<file path="config.mk">
export PLATFORM = sky130hd
export DESIGN_NAME = adas_top
export DESIGN_NICKNAME = d
export VERILOG_FILES = /design/src/rtl/adas_pkg.sv /design/src/rtl/adas_top.sv
export SDC_FILE = /design/constraint.sdc
export NUM_CORES = 1
export LEC_CHECK = 0
export BUFFER_PORTS_ARGS = -buffer_cell sky130_fd_sc_hd__buf_2
export CORE_ASPECT_RATIO = 1.1
export CORE_UTILIZATION = 55
export DETAILED_ROUTE_END_ITERATION = 6
export PLACE_DENSITY_LB_ADDON = 0.15
export SYNTH_ARGS = -nofsm -noshare
export SYNTH_HDL_FRONTEND = slang
export SYNTH_SLANG_ARGS = --single-unit
</file>
<file path="constraint.sdc">
create_clock -name pclk -period 2.85 [get_ports pclk]
set_clock_uncertainty 0.15 [all_clocks]
set_input_delay 0.285 -clock pclk [delete_from_list [all_inputs] [get_ports pclk]]
set_output_delay 0.285 -clock pclk [all_outputs]
set_load 0.01 [all_outputs]
</file>
<file path="src/rtl/adas_pkg.sv">
// Constants, register map and rate decode for the audio sequencer.
// Assumes a 25 MHz APB clock; used by rtl/adas_top.sv only by scope.
package adas_pkg;
   // Register indices; byte address is four times the index
   localparam logic [31:0] VALID_IDX = 32'h0B000178;
   localparam logic [31:0] CTRL_IDX = 32'h0B00017A;
   localparam logic [31:0] INT_IDX = 32'h0B00017C;
   localparam logic [31:0] CFG_IDX = 32'h0B00017E;
   localparam logic [31:0] VALID_ADDR = {VALID_IDX[29:0], 2'b00};
   localparam logic [31:0] CTRL_ADDR = {CTRL_IDX[29:0], 2'b00};
   localparam logic [31:0] INT_ADDR = {INT_IDX[29:0], 2'b00};
   localparam logic [31:0] CFG_ADDR = {CFG_IDX[29:0], 2'b00};
   // Control fields
   localparam int CTRL_SRST_BIT = 15;
   localparam int CTRL_MEN_BIT = 4;
   localparam int CTRL_SEN_BIT = 0;
   localparam logic [15:0] CTRL_RST = 16'h0000;
   // Interrupt status fields
   localparam int INT_MPG2_BIT = 11;
   localparam int INT_MPG1_BIT = 10;
   localparam int INT_MOVR_BIT = 9;
   localparam int INT_MRX_BIT = 8;
   localparam int INT_SPG2_BIT = 3;
   localparam int INT_SPG1_BIT = 2;
   localparam int INT_SUND_BIT = 1;
   localparam logic [15:0] INT_RST = 16'h0000;
   // Configuration fields
   localparam int CFG_SRATE_LSB = 0;
   localparam int CFG_MRATE_LSB = 4;
   localparam int CFG_MSTOP_BIT = 8;
   localparam int CFG_DVREF_BIT = 12;
   localparam int CFG_AVREF_BIT = 13;
   localparam logic [15:0] CFG_RST = 16'h0000;
   // Valid flag readback fields
   localparam int VAL_SOUT_BIT = 3;
   localparam int VAL_SDMA_BIT = 2;
   localparam int VAL_MCAP_BIT = 1;
   localparam int VAL_MDMA_BIT = 0;
   // Rate codes and rates in samples per 1000 s
   localparam logic [2:0] RATE_8K = 3'h4;
   localparam logic [2:0] RATE_44K = 3'h2;
   localparam logic [2:0] RATE_22K = 3'h1;
   localparam logic [2:0] RATE_11K = 3'h0;
   localparam longint SPS_8K = 64'd8000000;
   localparam longint SPS_44K = 64'd44100000;
   localparam longint SPS_22K = 64'd22050000;
   localparam longint SPS_11K = 64'd11025000;
   // Timing
   localparam longint CLK_HZ = 64'd25000000;
   localparam longint SETTLE_NS = 64'd5000;
   localparam int TW = 13;
   localparam logic [TW-1:0] SETTLE_CYC =
      TW'((SETTLE_NS * CLK_HZ + 64'd999999999) / 64'd1000000000);
   localparam logic [TW-1:0] PER_8K = TW'(CLK_HZ * 64'd1000 / SPS_8K);
   localparam logic [TW-1:0] PER_44K = TW'(CLK_HZ * 64'd1000 / SPS_44K);
   localparam logic [TW-1:0] PER_22K = TW'(CLK_HZ * 64'd1000 / SPS_22K);
   localparam logic [TW-1:0] PER_11K = TW'(CLK_HZ * 64'd1000 / SPS_11K);

   typedef enum logic [2:0] {
      ADAS_ADC_IDLE = 3'h1,
      ADAS_ADC_REQ = 3'h2,
      ADAS_ADC_DONE = 3'h4
   } adas_adc_t;

   // Reserved codes fall back to the slowest rate
   function automatic logic [TW-1:0] rate_cycles(input logic [2:0] sel);
      case (sel)
         RATE_44K: rate_cycles = PER_44K;
         RATE_22K: rate_cycles = PER_22K;
         RATE_11K: rate_cycles = PER_11K;
         default: rate_cycles = PER_8K;
      endcase
   endfunction
endpackage

</file>
<file path="src/rtl/adas_top.sv">
// Audio D/A and A/D sequencer: APB registers, speaker and mic data paths.
// Assumes DMA handshakes on pclk; converter ack and data arrive async.
// Notes on behaviour
// - Control bit 15 is software reset
// - Bit 4 enables mic path and DMA
// - Bit 0 enables speaker path and DMA
// - Reserved bits read zero; write zero
// - Mic two-page boundary sets flag, W1C
// - Mic one-page boundary sets flag, W1C
// - Sample over valid capture: overrun, overwrite
// - Move into mic DMA register sets flag
// - Speaker page boundaries set flags, W1C
// - Due sample without valid data after first refill: underrun
// - Output, refill from DMA stage, request
// - One speaker sample per conversion interval
// - Page flag stalls DMA until cleared
// - Unsettled reference delays start 5us+period
// - One A/D request per interval
// - Ack with data fills capture register
// - Capture to DMA stage, then memory
// - Disabled path shows valid flags zero
// - Stop select picks mic stall boundary
// - Three-bit rate code decode
//
// Chosen here: the APB slave port.
`timescale 1ns/1ps
module adas_top (
   input wire logic pclk,
   input wire logic presetn,
   input wire logic psel,
   input wire logic penable,
   input wire logic pwrite,
   input wire logic [31:0] paddr,
   input wire logic [31:0] pwdata,
   output logic [31:0] prdata,
   output logic pready,
   output logic pslverr,
   output logic irq,
   output logic dac_vref_on,
   output logic adc_vref_on,
   output logic spk_dma_req,
   input wire logic spk_dma_ack,
   input wire logic [9:0] spk_dma_data,
   input wire logic spk_page1_evt,
   input wire logic spk_page2_evt,
   output logic [9:0] dac_data,
   output logic dac_load,
   output logic adc_request,
   input wire logic adc_ack,
   input wire logic [9:0] adc_data,
   output logic mic_dma_req,
   input wire logic mic_dma_ack,
   output logic [9:0] mic_dma_data,
   input wire logic mic_page1_evt,
   input wire logic mic_page2_evt
);
   localparam int TW = adas_pkg::TW;

   // Register state
   logic [15:0] ctrl, next_ctrl;
   logic [15:0] intr, next_intr;
   logic [15:0] cfg, next_cfg;
   logic [31:0] next_prdata;
   logic next_pready, next_pslverr, next_irq;

   // Speaker state
   logic spk_out_valid, next_spk_out_valid;
   logic spk_dma_valid, next_spk_dma_valid;
   logic [9:0] spk_out_reg, next_spk_out_reg;
   logic [9:0] spk_dma_reg, next_spk_dma_reg;
   logic spk_primed, next_spk_primed;
   logic spk_run_q, next_spk_run_q;
   logic [TW-1:0] spk_cnt, next_spk_cnt;
   logic [TW-1:0] dvref_cnt, next_dvref_cnt;
   logic next_spk_dma_req, next_dac_load;
   logic [9:0] next_dac_data;

   // Mic state
   logic mic_capture_valid, next_mic_capture_valid;
   logic mic_dma_valid, next_mic_dma_valid;
   logic [9:0] mic_capture_reg, next_mic_capture_reg;
   logic [9:0] next_mic_dma_data;
   logic mic_run_q, next_mic_run_q;
   logic [TW-1:0] mic_cnt, next_mic_cnt;
   logic [TW-1:0] avref_cnt, next_avref_cnt;
   adas_pkg::adas_adc_t adc_st, next_adc_st;
   logic next_adc_request, next_mic_dma_req;
   logic ack_s1, ack_s2;
   logic [9:0] adat_s1, adat_s2;

   // Decoded controls
   logic srst, spk_run, mic_run, spk_stall, mic_stall;
   logic wr_en, rd_sel;
   logic [15:0] w1c;

   always_comb begin
      srst = ctrl[adas_pkg::CTRL_SRST_BIT];
      spk_run = ctrl[adas_pkg::CTRL_SEN_BIT] & ~srst;
      mic_run = ctrl[adas_pkg::CTRL_MEN_BIT] & ~srst;
      // Speaker requests wait while either speaker page flag is pending
      spk_stall = intr[adas_pkg::INT_SPG1_BIT] |
                  intr[adas_pkg::INT_SPG2_BIT];
      mic_stall = intr[adas_pkg::INT_MPG2_BIT] |
                  (cfg[adas_pkg::CFG_MSTOP_BIT] &
                   intr[adas_pkg::INT_MPG1_BIT]);
      wr_en = psel & penable & pready & pwrite;
      rd_sel = psel & ~penable;
      w1c = (wr_en && paddr == adas_pkg::INT_ADDR) ? pwdata[15:0] :
            16'h0000;
   end

   // APB slave: no wait state; pready is set in the setup cycle so that all answers come from flops
   always_comb begin
      next_ctrl = ctrl;
      next_cfg = cfg;
      next_prdata = prdata;
      next_pready = 1'b0;
      next_pslverr = 1'b0;
      if (wr_en && paddr == adas_pkg::CTRL_ADDR) begin
         next_ctrl = 16'h0000;
         next_ctrl[adas_pkg::CTRL_SRST_BIT] =
            pwdata[adas_pkg::CTRL_SRST_BIT];
         next_ctrl[adas_pkg::CTRL_MEN_BIT] =
            pwdata[adas_pkg::CTRL_MEN_BIT];
         next_ctrl[adas_pkg::CTRL_SEN_BIT] =
            pwdata[adas_pkg::CTRL_SEN_BIT];
      end
      if (wr_en && paddr == adas_pkg::CFG_ADDR) begin
         next_cfg = pwdata[15:0] & 16'h3177;
      end
      if (rd_sel) begin
         next_pready = 1'b1;
         next_prdata = 32'h00000000;
         case (paddr)
            adas_pkg::CTRL_ADDR: next_prdata[15:0] = ctrl;
            adas_pkg::INT_ADDR: next_prdata[15:0] = intr;
            adas_pkg::CFG_ADDR: next_prdata[15:0] = cfg;
            adas_pkg::VALID_ADDR: begin
               next_prdata[adas_pkg::VAL_SOUT_BIT] = spk_out_valid;
               next_prdata[adas_pkg::VAL_SDMA_BIT] = spk_dma_valid;
               next_prdata[adas_pkg::VAL_MCAP_BIT] = mic_capture_valid;
               next_prdata[adas_pkg::VAL_MDMA_BIT] = mic_dma_valid;
            end
            default: next_pslverr = 1'b1;
         endcase
      end
   end

   always_ff @(posedge pclk or negedge presetn) begin
      if (!presetn) begin
         ctrl <= adas_pkg::CTRL_RST;
         cfg <= adas_pkg::CFG_RST;
         prdata <= 32'h00000000;
         pready <= 1'b0;
         pslverr <= 1'b0;
      end else begin
         ctrl <= next_ctrl;
         cfg <= next_cfg;
         prdata <= next_prdata;
         pready <= next_pready;
         pslverr <= next_pslverr;
      end
   end

   // Interrupt flags: a hardware set wins over a same-cycle clear
   logic spk_tick, mic_tick, spk_under, mic_over, mic_move, mic_cap;
   always_comb begin
      next_intr = intr & ~w1c;
      if (spk_page2_evt & spk_run) next_intr[adas_pkg::INT_SPG2_BIT] = 1'b1;
      if (spk_page1_evt & spk_run) next_intr[adas_pkg::INT_SPG1_BIT] = 1'b1;
      if (spk_under) next_intr[adas_pkg::INT_SUND_BIT] = 1'b1;
      if (mic_page2_evt & mic_run) begin
         next_intr[adas_pkg::INT_MPG2_BIT] = 1'b1;
      end
      if (mic_page1_evt & mic_run) begin
         next_intr[adas_pkg::INT_MPG1_BIT] = 1'b1;
      end
      if (mic_over) next_intr[adas_pkg::INT_MOVR_BIT] = 1'b1;
      if (mic_move) next_intr[adas_pkg::INT_MRX_BIT] = 1'b1;
      next_intr = next_intr & 16'h0F0E;
      if (srst) next_intr = adas_pkg::INT_RST;
      next_irq = |next_intr;
   end

   always_ff @(posedge pclk or negedge presetn) begin
      if (!presetn) begin
         intr <= adas_pkg::INT_RST;
         irq <= 1'b0;
      end else begin
         intr <= next_intr;
         irq <= next_irq;
      end
   end

   // Speaker path
   always_comb begin
      next_dvref_cnt = dvref_cnt;
      if (!cfg[adas_pkg::CFG_DVREF_BIT]) begin
         next_dvref_cnt = '0;
      end else if (dvref_cnt != adas_pkg::SETTLE_CYC) begin
         next_dvref_cnt = dvref_cnt + TW'(1);
      end
      next_spk_run_q = spk_run;
      next_spk_out_valid = spk_out_valid;
      next_spk_dma_valid = spk_dma_valid;
      next_spk_out_reg = spk_out_reg;
      next_spk_dma_reg = spk_dma_reg;
      next_spk_primed = spk_primed;
      next_dac_data = dac_data;
      next_dac_load = 1'b0;
      next_spk_cnt = spk_cnt;
      spk_tick = 1'b0;
      spk_under = 1'b0;
      if (spk_run && !spk_run_q) begin
         // First sample waits out the reference settling if needed
         next_spk_cnt = adas_pkg::rate_cycles(cfg[2:0]);
         if (dvref_cnt != adas_pkg::SETTLE_CYC) begin
            next_spk_cnt = next_spk_cnt + adas_pkg::SETTLE_CYC;
         end
      end else if (spk_run) begin
         if (spk_cnt <= TW'(1)) begin
            spk_tick = 1'b1;
            next_spk_cnt = adas_pkg::rate_cycles(cfg[2:0]);
         end else begin
            next_spk_cnt = spk_cnt - TW'(1);
         end
      end
      if (spk_tick) begin
         if (spk_out_valid) begin
            next_dac_data = spk_out_reg;
            next_dac_load = 1'b1;
         end else begin
            spk_under = spk_primed;
         end
         next_spk_out_valid = 1'b0;
      end
      if (!next_spk_out_valid && spk_dma_valid) begin
         next_spk_out_reg = spk_dma_reg;
         next_spk_out_valid = 1'b1;
         next_spk_dma_valid = 1'b0;
         next_spk_primed = 1'b1;
      end
      if (spk_dma_req && spk_dma_ack) begin
         next_spk_dma_reg = spk_dma_data;
         next_spk_dma_valid = 1'b1;
      end
      next_spk_dma_req = spk_run && !spk_stall && !next_spk_dma_valid &&
                         !(spk_dma_req && spk_dma_ack);
      if (!spk_run) begin
         next_spk_out_valid = 1'b0;
         next_spk_dma_valid = 1'b0;
         next_spk_primed = 1'b0;
         next_spk_dma_req = 1'b0;
         next_spk_cnt = '0;
      end
   end

   always_ff @(posedge pclk or negedge presetn) begin
      if (!presetn) begin
         dvref_cnt <= '0;
         spk_run_q <= 1'b0;
         spk_out_valid <= 1'b0;
         spk_dma_valid <= 1'b0;
         spk_out_reg <= 10'h000;
         spk_dma_reg <= 10'h000;
         spk_primed <= 1'b0;
         spk_cnt <= '0;
         dac_data <= 10'h000;
         dac_load <= 1'b0;
         spk_dma_req <= 1'b0;
         dac_vref_on <= 1'b0;
      end else begin
         dvref_cnt <= next_dvref_cnt;
         spk_run_q <= next_spk_run_q;
         spk_out_valid <= next_spk_out_valid;
         spk_dma_valid <= next_spk_dma_valid;
         spk_out_reg <= next_spk_out_reg;
         spk_dma_reg <= next_spk_dma_reg;
         spk_primed <= next_spk_primed;
         spk_cnt <= next_spk_cnt;
         dac_data <= next_dac_data;
         dac_load <= next_dac_load;
         spk_dma_req <= next_spk_dma_req;
         dac_vref_on <= next_cfg[adas_pkg::CFG_DVREF_BIT];
      end
   end

   // Converter inputs are asynchronous; data is stable before ack rises
   always_ff @(posedge pclk or negedge presetn) begin
      if (!presetn) begin
         ack_s1 <= 1'b0;
         ack_s2 <= 1'b0;
         adat_s1 <= 10'h000;
         adat_s2 <= 10'h000;
      end else begin
         ack_s1 <= adc_ack;
         ack_s2 <= ack_s1;
         adat_s1 <= adc_data;
         adat_s2 <= adat_s1;
      end
   end

   // Mic path
   always_comb begin
      next_avref_cnt = avref_cnt;
      if (!cfg[adas_pkg::CFG_AVREF_BIT]) begin
         next_avref_cnt = '0;
      end else if (avref_cnt != adas_pkg::SETTLE_CYC) begin
         next_avref_cnt = avref_cnt + TW'(1);
      end
      next_mic_run_q = mic_run;
      next_mic_cnt = mic_cnt;
      next_adc_st = adc_st;
      next_adc_request = adc_request;
      next_mic_capture_valid = mic_capture_valid;
      next_mic_capture_reg = mic_capture_reg;
      next_mic_dma_valid = mic_dma_valid;
      next_mic_dma_data = mic_dma_data;
      mic_tick = 1'b0;
      mic_cap = 1'b0;
      mic_over = 1'b0;
      mic_move = 1'b0;
      if (mic_run && !mic_run_q) begin
         next_mic_cnt = adas_pkg::rate_cycles(cfg[6:4]);
         if (avref_cnt != adas_pkg::SETTLE_CYC) begin
            next_mic_cnt = next_mic_cnt + adas_pkg::SETTLE_CYC;
         end
      end else if (mic_run) begin
         if (mic_cnt <= TW'(1)) begin
            mic_tick = 1'b1;
            next_mic_cnt = adas_pkg::rate_cycles(cfg[6:4]);
         end else begin
            next_mic_cnt = mic_cnt - TW'(1);
         end
      end
      // A late ack swallows the tick, so requests never pile up
      case (adc_st)
         adas_pkg::ADAS_ADC_IDLE: begin
            if (mic_tick) begin
               next_adc_st = adas_pkg::ADAS_ADC_REQ;
               next_adc_request = 1'b1;
            end
         end
         adas_pkg::ADAS_ADC_REQ: begin
            if (ack_s2) begin
               mic_cap = 1'b1;
               next_adc_request = 1'b0;
               next_adc_st = adas_pkg::ADAS_ADC_DONE;
            end
         end
         adas_pkg::ADAS_ADC_DONE: begin
            if (!ack_s2) next_adc_st = adas_pkg::ADAS_ADC_IDLE;
         end
         default: begin
            next_adc_st = adas_pkg::ADAS_ADC_IDLE;
            next_adc_request = 1'b0;
         end
      endcase
      if (mic_dma_req && mic_dma_ack) begin
         next_mic_dma_valid = 1'b0;
      end
      if (mic_capture_valid && !next_mic_dma_valid) begin
         mic_move = 1'b1;
         next_mic_dma_data = mic_capture_reg;
         next_mic_dma_valid = 1'b1;
         next_mic_capture_valid = 1'b0;
      end
      if (mic_cap) begin
         mic_over = mic_capture_valid & ~mic_move;
         next_mic_capture_reg = adat_s2;
         next_mic_capture_valid = 1'b1;
      end
      next_mic_dma_req = mic_run && !mic_stall && next_mic_dma_valid &&
                         !(mic_dma_req && mic_dma_ack);
      if (!mic_run) begin
         next_mic_capture_valid = 1'b0;
         next_mic_dma_valid = 1'b0;
         next_mic_dma_req = 1'b0;
         next_adc_request = 1'b0;
         next_adc_st = adas_pkg::ADAS_ADC_IDLE;
         next_mic_cnt = '0;
         mic_over = 1'b0;
         mic_move = 1'b0;
      end
   end

   always_ff @(posedge pclk or negedge presetn) begin
      if (!presetn) begin
         avref_cnt <= '0;
         mic_run_q <= 1'b0;
         mic_cnt <= '0;
         adc_st <= adas_pkg::ADAS_ADC_IDLE;
         adc_request <= 1'b0;
         mic_capture_valid <= 1'b0;
         mic_capture_reg <= 10'h000;
         mic_dma_valid <= 1'b0;
         mic_dma_data <= 10'h000;
         mic_dma_req <= 1'b0;
         adc_vref_on <= 1'b0;
      end else begin
         avref_cnt <= next_avref_cnt;
         mic_run_q <= next_mic_run_q;
         mic_cnt <= next_mic_cnt;
         adc_st <= next_adc_st;
         adc_request <= next_adc_request;
         mic_capture_valid <= next_mic_capture_valid;
         mic_capture_reg <= next_mic_capture_reg;
         mic_dma_valid <= next_mic_dma_valid;
         mic_dma_data <= next_mic_dma_data;
         mic_dma_req <= next_mic_dma_req;
         adc_vref_on <= next_cfg[adas_pkg::CFG_AVREF_BIT];
      end
   end
endmodule

</file>
* Word level (Yosys, flattened, before mapping)
Cells that the tools add are included.
** Cells by class
- Reduce and logical (&&, ||, !) cells :: 31
- Bitwise gates (word level) :: 19
- Multiplexer cells :: 72
- Equal/unequal tests :: 21
- Magnitude comparators :: 2
- $add $sub $neg :: 6
** Operators with widths (count)
- $mux 13 :: 14
- $eq 32x30->1 const B :: 4
- $pmux 12 s3 :: 3
- $mux 1 :: 45
- $add 13x1->13 const B :: 2
- $add 13x7->13 const B :: 2
- $le 13x1->1 const B :: 2
- $ne 13x7->1 const B :: 2
- $sub 13x1->13 const B :: 2
- $mux 12 :: 2
- $pmux 4 s4 :: 1
- $reduce_or 16->1 :: 1
- $logic_and 1x1->1 :: 15
- $mux 14 :: 1
- $and 1x1->1 :: 12
- $and 12x12->12 :: 1
- $mux 3 :: 4
- $not 12->12 :: 1
- $eq 3x1->1 const B :: 3
- $eq 3x2->1 const B :: 3
- $logic_not 1->1 :: 9
- $ne 3x3->1 const B :: 3
- $pmux 3 s3 :: 1
- $logic_not 3->1 :: 2
- 10 further kinds :: 16
** Word-level totals
- Logic and storage cells :: 186
- Output and inout port bits :: 61
- Flip-flop bits (word level) :: 183

* Longest topological paths before layout
- Depth after elaboration :: 13
- Depth in mapped cells :: 9

* Worst setup path before layout
Ideal clock, no wire load.
- Kind :: input -> register
- Start point :: input paddr[22]
- End point :: register cfg[0]
- Slack :: 462 ps
- Data arrival time :: 2113 ps
- Stages on the path :: 6
- Data required time :: 2575 ps
- Setup time :: 125 ps
- Path through :: or4b_4 > nor4_4 > and2_4 > and4_4 > buf_12 > mux2_4
** Between the ends
- Word-level cells in the longest chain between the ends :: 2
** Ends and longest elaborated chain
- start: declaration :: line adas_top.sv:33 : input wire logic [31:0] paddr,
- $eq 32x30->1 :: line adas_top.sv:128 : if (wr_en && paddr == adas_pkg::CFG_ADDR) begin
- $logic_and 1x1->1 :: line adas_top.sv:128
- end signal: assignment :: line adas_top.sv:152 : cfg <= adas_pkg::CFG_RST;
- end signal: assignment :: line adas_top.sv:158 : cfg <= next_cfg;
- end: declaration :: line adas_top.sv:62 : logic [15:0] cfg, next_cfg;
Every way passes these cells.
A chain may end at the register's enable or synchronous reset.

* Final worst setup path
- Start point :: register spk_cnt[7]
- End point :: register dac_data[3]
** Between the ends
- Word-level cells in the longest chain between the ends :: 5
** Ends and longest elaborated chain
- start: declaration :: line adas_top.sv:73 : logic [TW-1:0] spk_cnt, next_spk_cnt;
- start signal: assignment :: line adas_top.sv:280 : spk_cnt <= next_spk_cnt;
- $le 13x1->1 :: line adas_top.sv:221 : if (spk_cnt <= TW'(1)) begin
- $mux 1 :: line adas_top.sv:221
- $mux 1 :: line adas_top.sv:220 : end else if (spk_run) begin
- $mux 1 :: line adas_top.sv:214 : if (spk_run && !spk_run_q) begin
- $reduce_and 2->1 (no source line)
- end signal: assignment :: line adas_top.sv:281 : dac_data <= next_dac_data;
- end: declaration :: line adas_top.sv:46 : output logic [9:0] dac_data,
Every way passes these cells.

==> results.py <==
metrics = {
    "clocking": {
        "clkTransAtPathRegs_ns": 0.06,
        "root_buffer": "clkbuf_16",
        "cts_inserted_buffers": 17,
        "cts_tree": "yes",
        "cts_setup_buffers": 0,
        "cts_num_sinks": 174,
        "h-tree-depth": 4,
        "clock_latency_ns": 0.42,
        "clock_tree.buffer_depth": 2,
    },
    "floorplanning": {
        "initial_core_util": 0.571,
        "io_pins": 157,
        "die_w_um": 117,
        "dieArea_um2": 15100,
        "core_area_um2": 14000,
        "die_h_um": 129,
        "rows": 45,
    },
    "timing": {
        "fin_hold_ws_ns": 0.0676,
        "relSlewSlack": 0.455,
        "setup_viol": 0,
        "hold_viol": 0,
        "worst_pin_slew_ns": 0.796,
        "rsz0062_at_grt": "no",
        "tns_ns": 0,
        "finalMaxSlewViolations": 0,
        "fmax_mhz": 385,
        "period_minus_slack_ns": 2.60,
        "fin_crit_sh": 0.911,
    },
    "setup_path": {
        "crit_slowest_cell": "nor4_1",
        "reg2reg_depth": 6,
        "slowest_delay_ns": 0.58,
        "critPathMaxFanout": 12,
        "worstPathRequired_ns": 3.01,
        "worstPathArrival_ns": 2.75,
        "crit_type": "register to register",
        "worstSetupStartpointType": "register",
        "worst-path-buf-inv": 1,
        "reg2reg_from": "spk_cnt[7]",
        "critPathCaptureType": "register",
        "r2r_slack_ns": 0.25,
        "path_cells": "nor4_1, o2111ai_1, buf_4, nor2_1, nand2_1, mux2_2",
        "crit_family": "simple AND/OR/NAND/NOR gates",
        "rr_endpoint": "dac_data[3]",
    },
    "global_route": {
        "grt_pass1_vias": 5876,
        "antenna_found_initial": 0,
        "grt_pass1_wl_um": 28700,
        "grt_max_degree": 62,
        "grt_overflow_total": 0,
        "track_usage": 0.251,
    },
    "min_path": {
        "worst_hold_startpoint": "spk_page1_evt",
        "min_to": "intr[2]",
        "worst_hold_path.num_cells": 3,
        "hold_path.class": "input port to register",
    },
    "route": {
        "dr.pass1.iters": 5,
        "antenna_left": 0,
        "drc": 0,
        "viasPerCell": 5.55,
        "drt-initial-drc-count": 319,
        "drt_wl_total_um": 17300,
        "wl_per_cell_um": 16.5,
        "via_count": 5815,
    },
    "power": {
        "pwr_density_cell_nw_per_um2": 535,
        "irDropWorstVdd_uv": 387,
        "p_leak_uw": 0.00487,
    },
    "logic_synthesis": {
        "synth_top_flop_cell": "dfrtp_1",
        "synth_enable_flop_cells": 0,
        "synth_top_area_frac": 0.540,
        "yosys-top-cells-count": "dfrtp_1 (173), mux2_2 (54), nand2_1 (54)",
        "synth.distinct_cells": 66,
        "yosysMostFrequentCell": "dfrtp_1",
        "async_reset_ff_frac": 1.00,
        "yosysWarningCount": 0,
        "ys_seq_area_frac": 0.544,
        "synthCells": 691,
        "netlist_area_um2": 8010,
        "ys_ff_latch": 174,
        "synth_top_area_cell": "dfrtp_1",
        "syn_avg_cell_area_um2": 11.6,
        "synth_area_leaders": "dfrtp_1 (54%), mux2_2 (7.6%), xnor2_1 (3.6%)",
    },
    "layout": {
        "drive_gt1_frac": 0.281,
        "antenna-diode-count": 0,
        "n_fill_cell": 1008,
        "regArea_um2": 4360,
        "area_delta_synth_final_pct": 21.8,
        "fin_nets": 952,
        "fin_util": 0.696,
        "multiInputGateArea_um2": 3390,
        "largest-register": "prdata",
        "largest_register_ffs": 14,
    },
    "placement": {
        "gp_congestion": 0.896,
        "portBuffers": 120,
        "place_hpwl_um": 12000,
    },
    "flow_run": {
        "max_cap_violations": 0,
    },
    "status": {
        "run_status": "finished, final reports clean",
    },
}
## layout by cell type, fill, tap and decap left out, drive strengths merged, types with 13 or more instances in the layout
cell type and instances:
dfrtp 173, buf 134, mux2 63, nand2 54, xnor2 33, dlygate4sd3 33
nor2 30, a21oi 23, and2 23, inv 20, xor2 19, clkbuf 19
conb 18, nor3 15, nand3 13
## layer usage
metal  vias to the layer above  share of wire  track usage
met5                         -              0            0
met4                         0          0.017       0.0975
met3                        20          0.051       0.0612
met2                       186           0.50        0.417
met1                      2868           0.43        0.317
li1                       2741              -            -
## power by group
group,switching [uW],internal (uW),leakage [uW]
combinational,102,81.5,0.00219
clock,964,1590,0.000318
sequential,4.84,2490,0.00237
## final cells by class
cell class	instances	area share
flip-flops and latches	174	0.446
multi-input cells	467	0.347
repair buffers	167	0.108
clock buffers	19	0.0454
well taps	188	0.0241
clock inverters	13	0.0217
inverters	19	0.00731
## what timing repair did
| item | 4_1_cts | 5_1_grt |
|---|---|---|
| resized for setup | 0 | 0 |
| endpoints found under the hold margin | 90 | 0 |
| hold buffers | 33 | 0 |
## worst max-delay path by stage
stage	start	to	slack, ns	cells past startpoint
finish	spk_cnt[7]	dac_data[3]	0.25	6
global route	spk_cnt[7]	dac_data[2]	0.09	6
CTS	spk_cnt[7]	dac_data[3]	0.28	6
detailed placement	spk_cnt[7]	dac_data[0]	0.30	6
global placement	spk_cnt[7]	dac_data[5]	0.39	6
floorplan	paddr[22]	cfg[0]	0.46	6
## stage by stage
step	setup WS (ns)	power, uW	area [um^2]	instances
6_report	0.254	5230	9760	1047
5_1_grt	0.0914	5380	9760	1047
4_1_cts	0.276	5260	9760	1047
3_5_place_dp	0.304	2690	8780	982
3_3_place_gp	0.390	2680	8780	982
2_1_floorplan	0.462	2590	8080	708
## logic make-up after synthesis
family | Yosys count | synth area share
xor+xnor | 52 | 0.0568
fa+ha+maj | 10 | 0.0156
compound gates | 95 | 0.0842
flops | 174 | 0.544
simple gates | 222 | 0.156
other cells | 1 | 0.000468
mux | 70 | 0.102
buf+inv | 67 | 0.0420
## tightest hold or removal path, stage by stage
cell	delay, ns
buf_2	0.10
a21oi_1	0.14
a311oi_1	0.07
(Power assumes the default switching activity.)
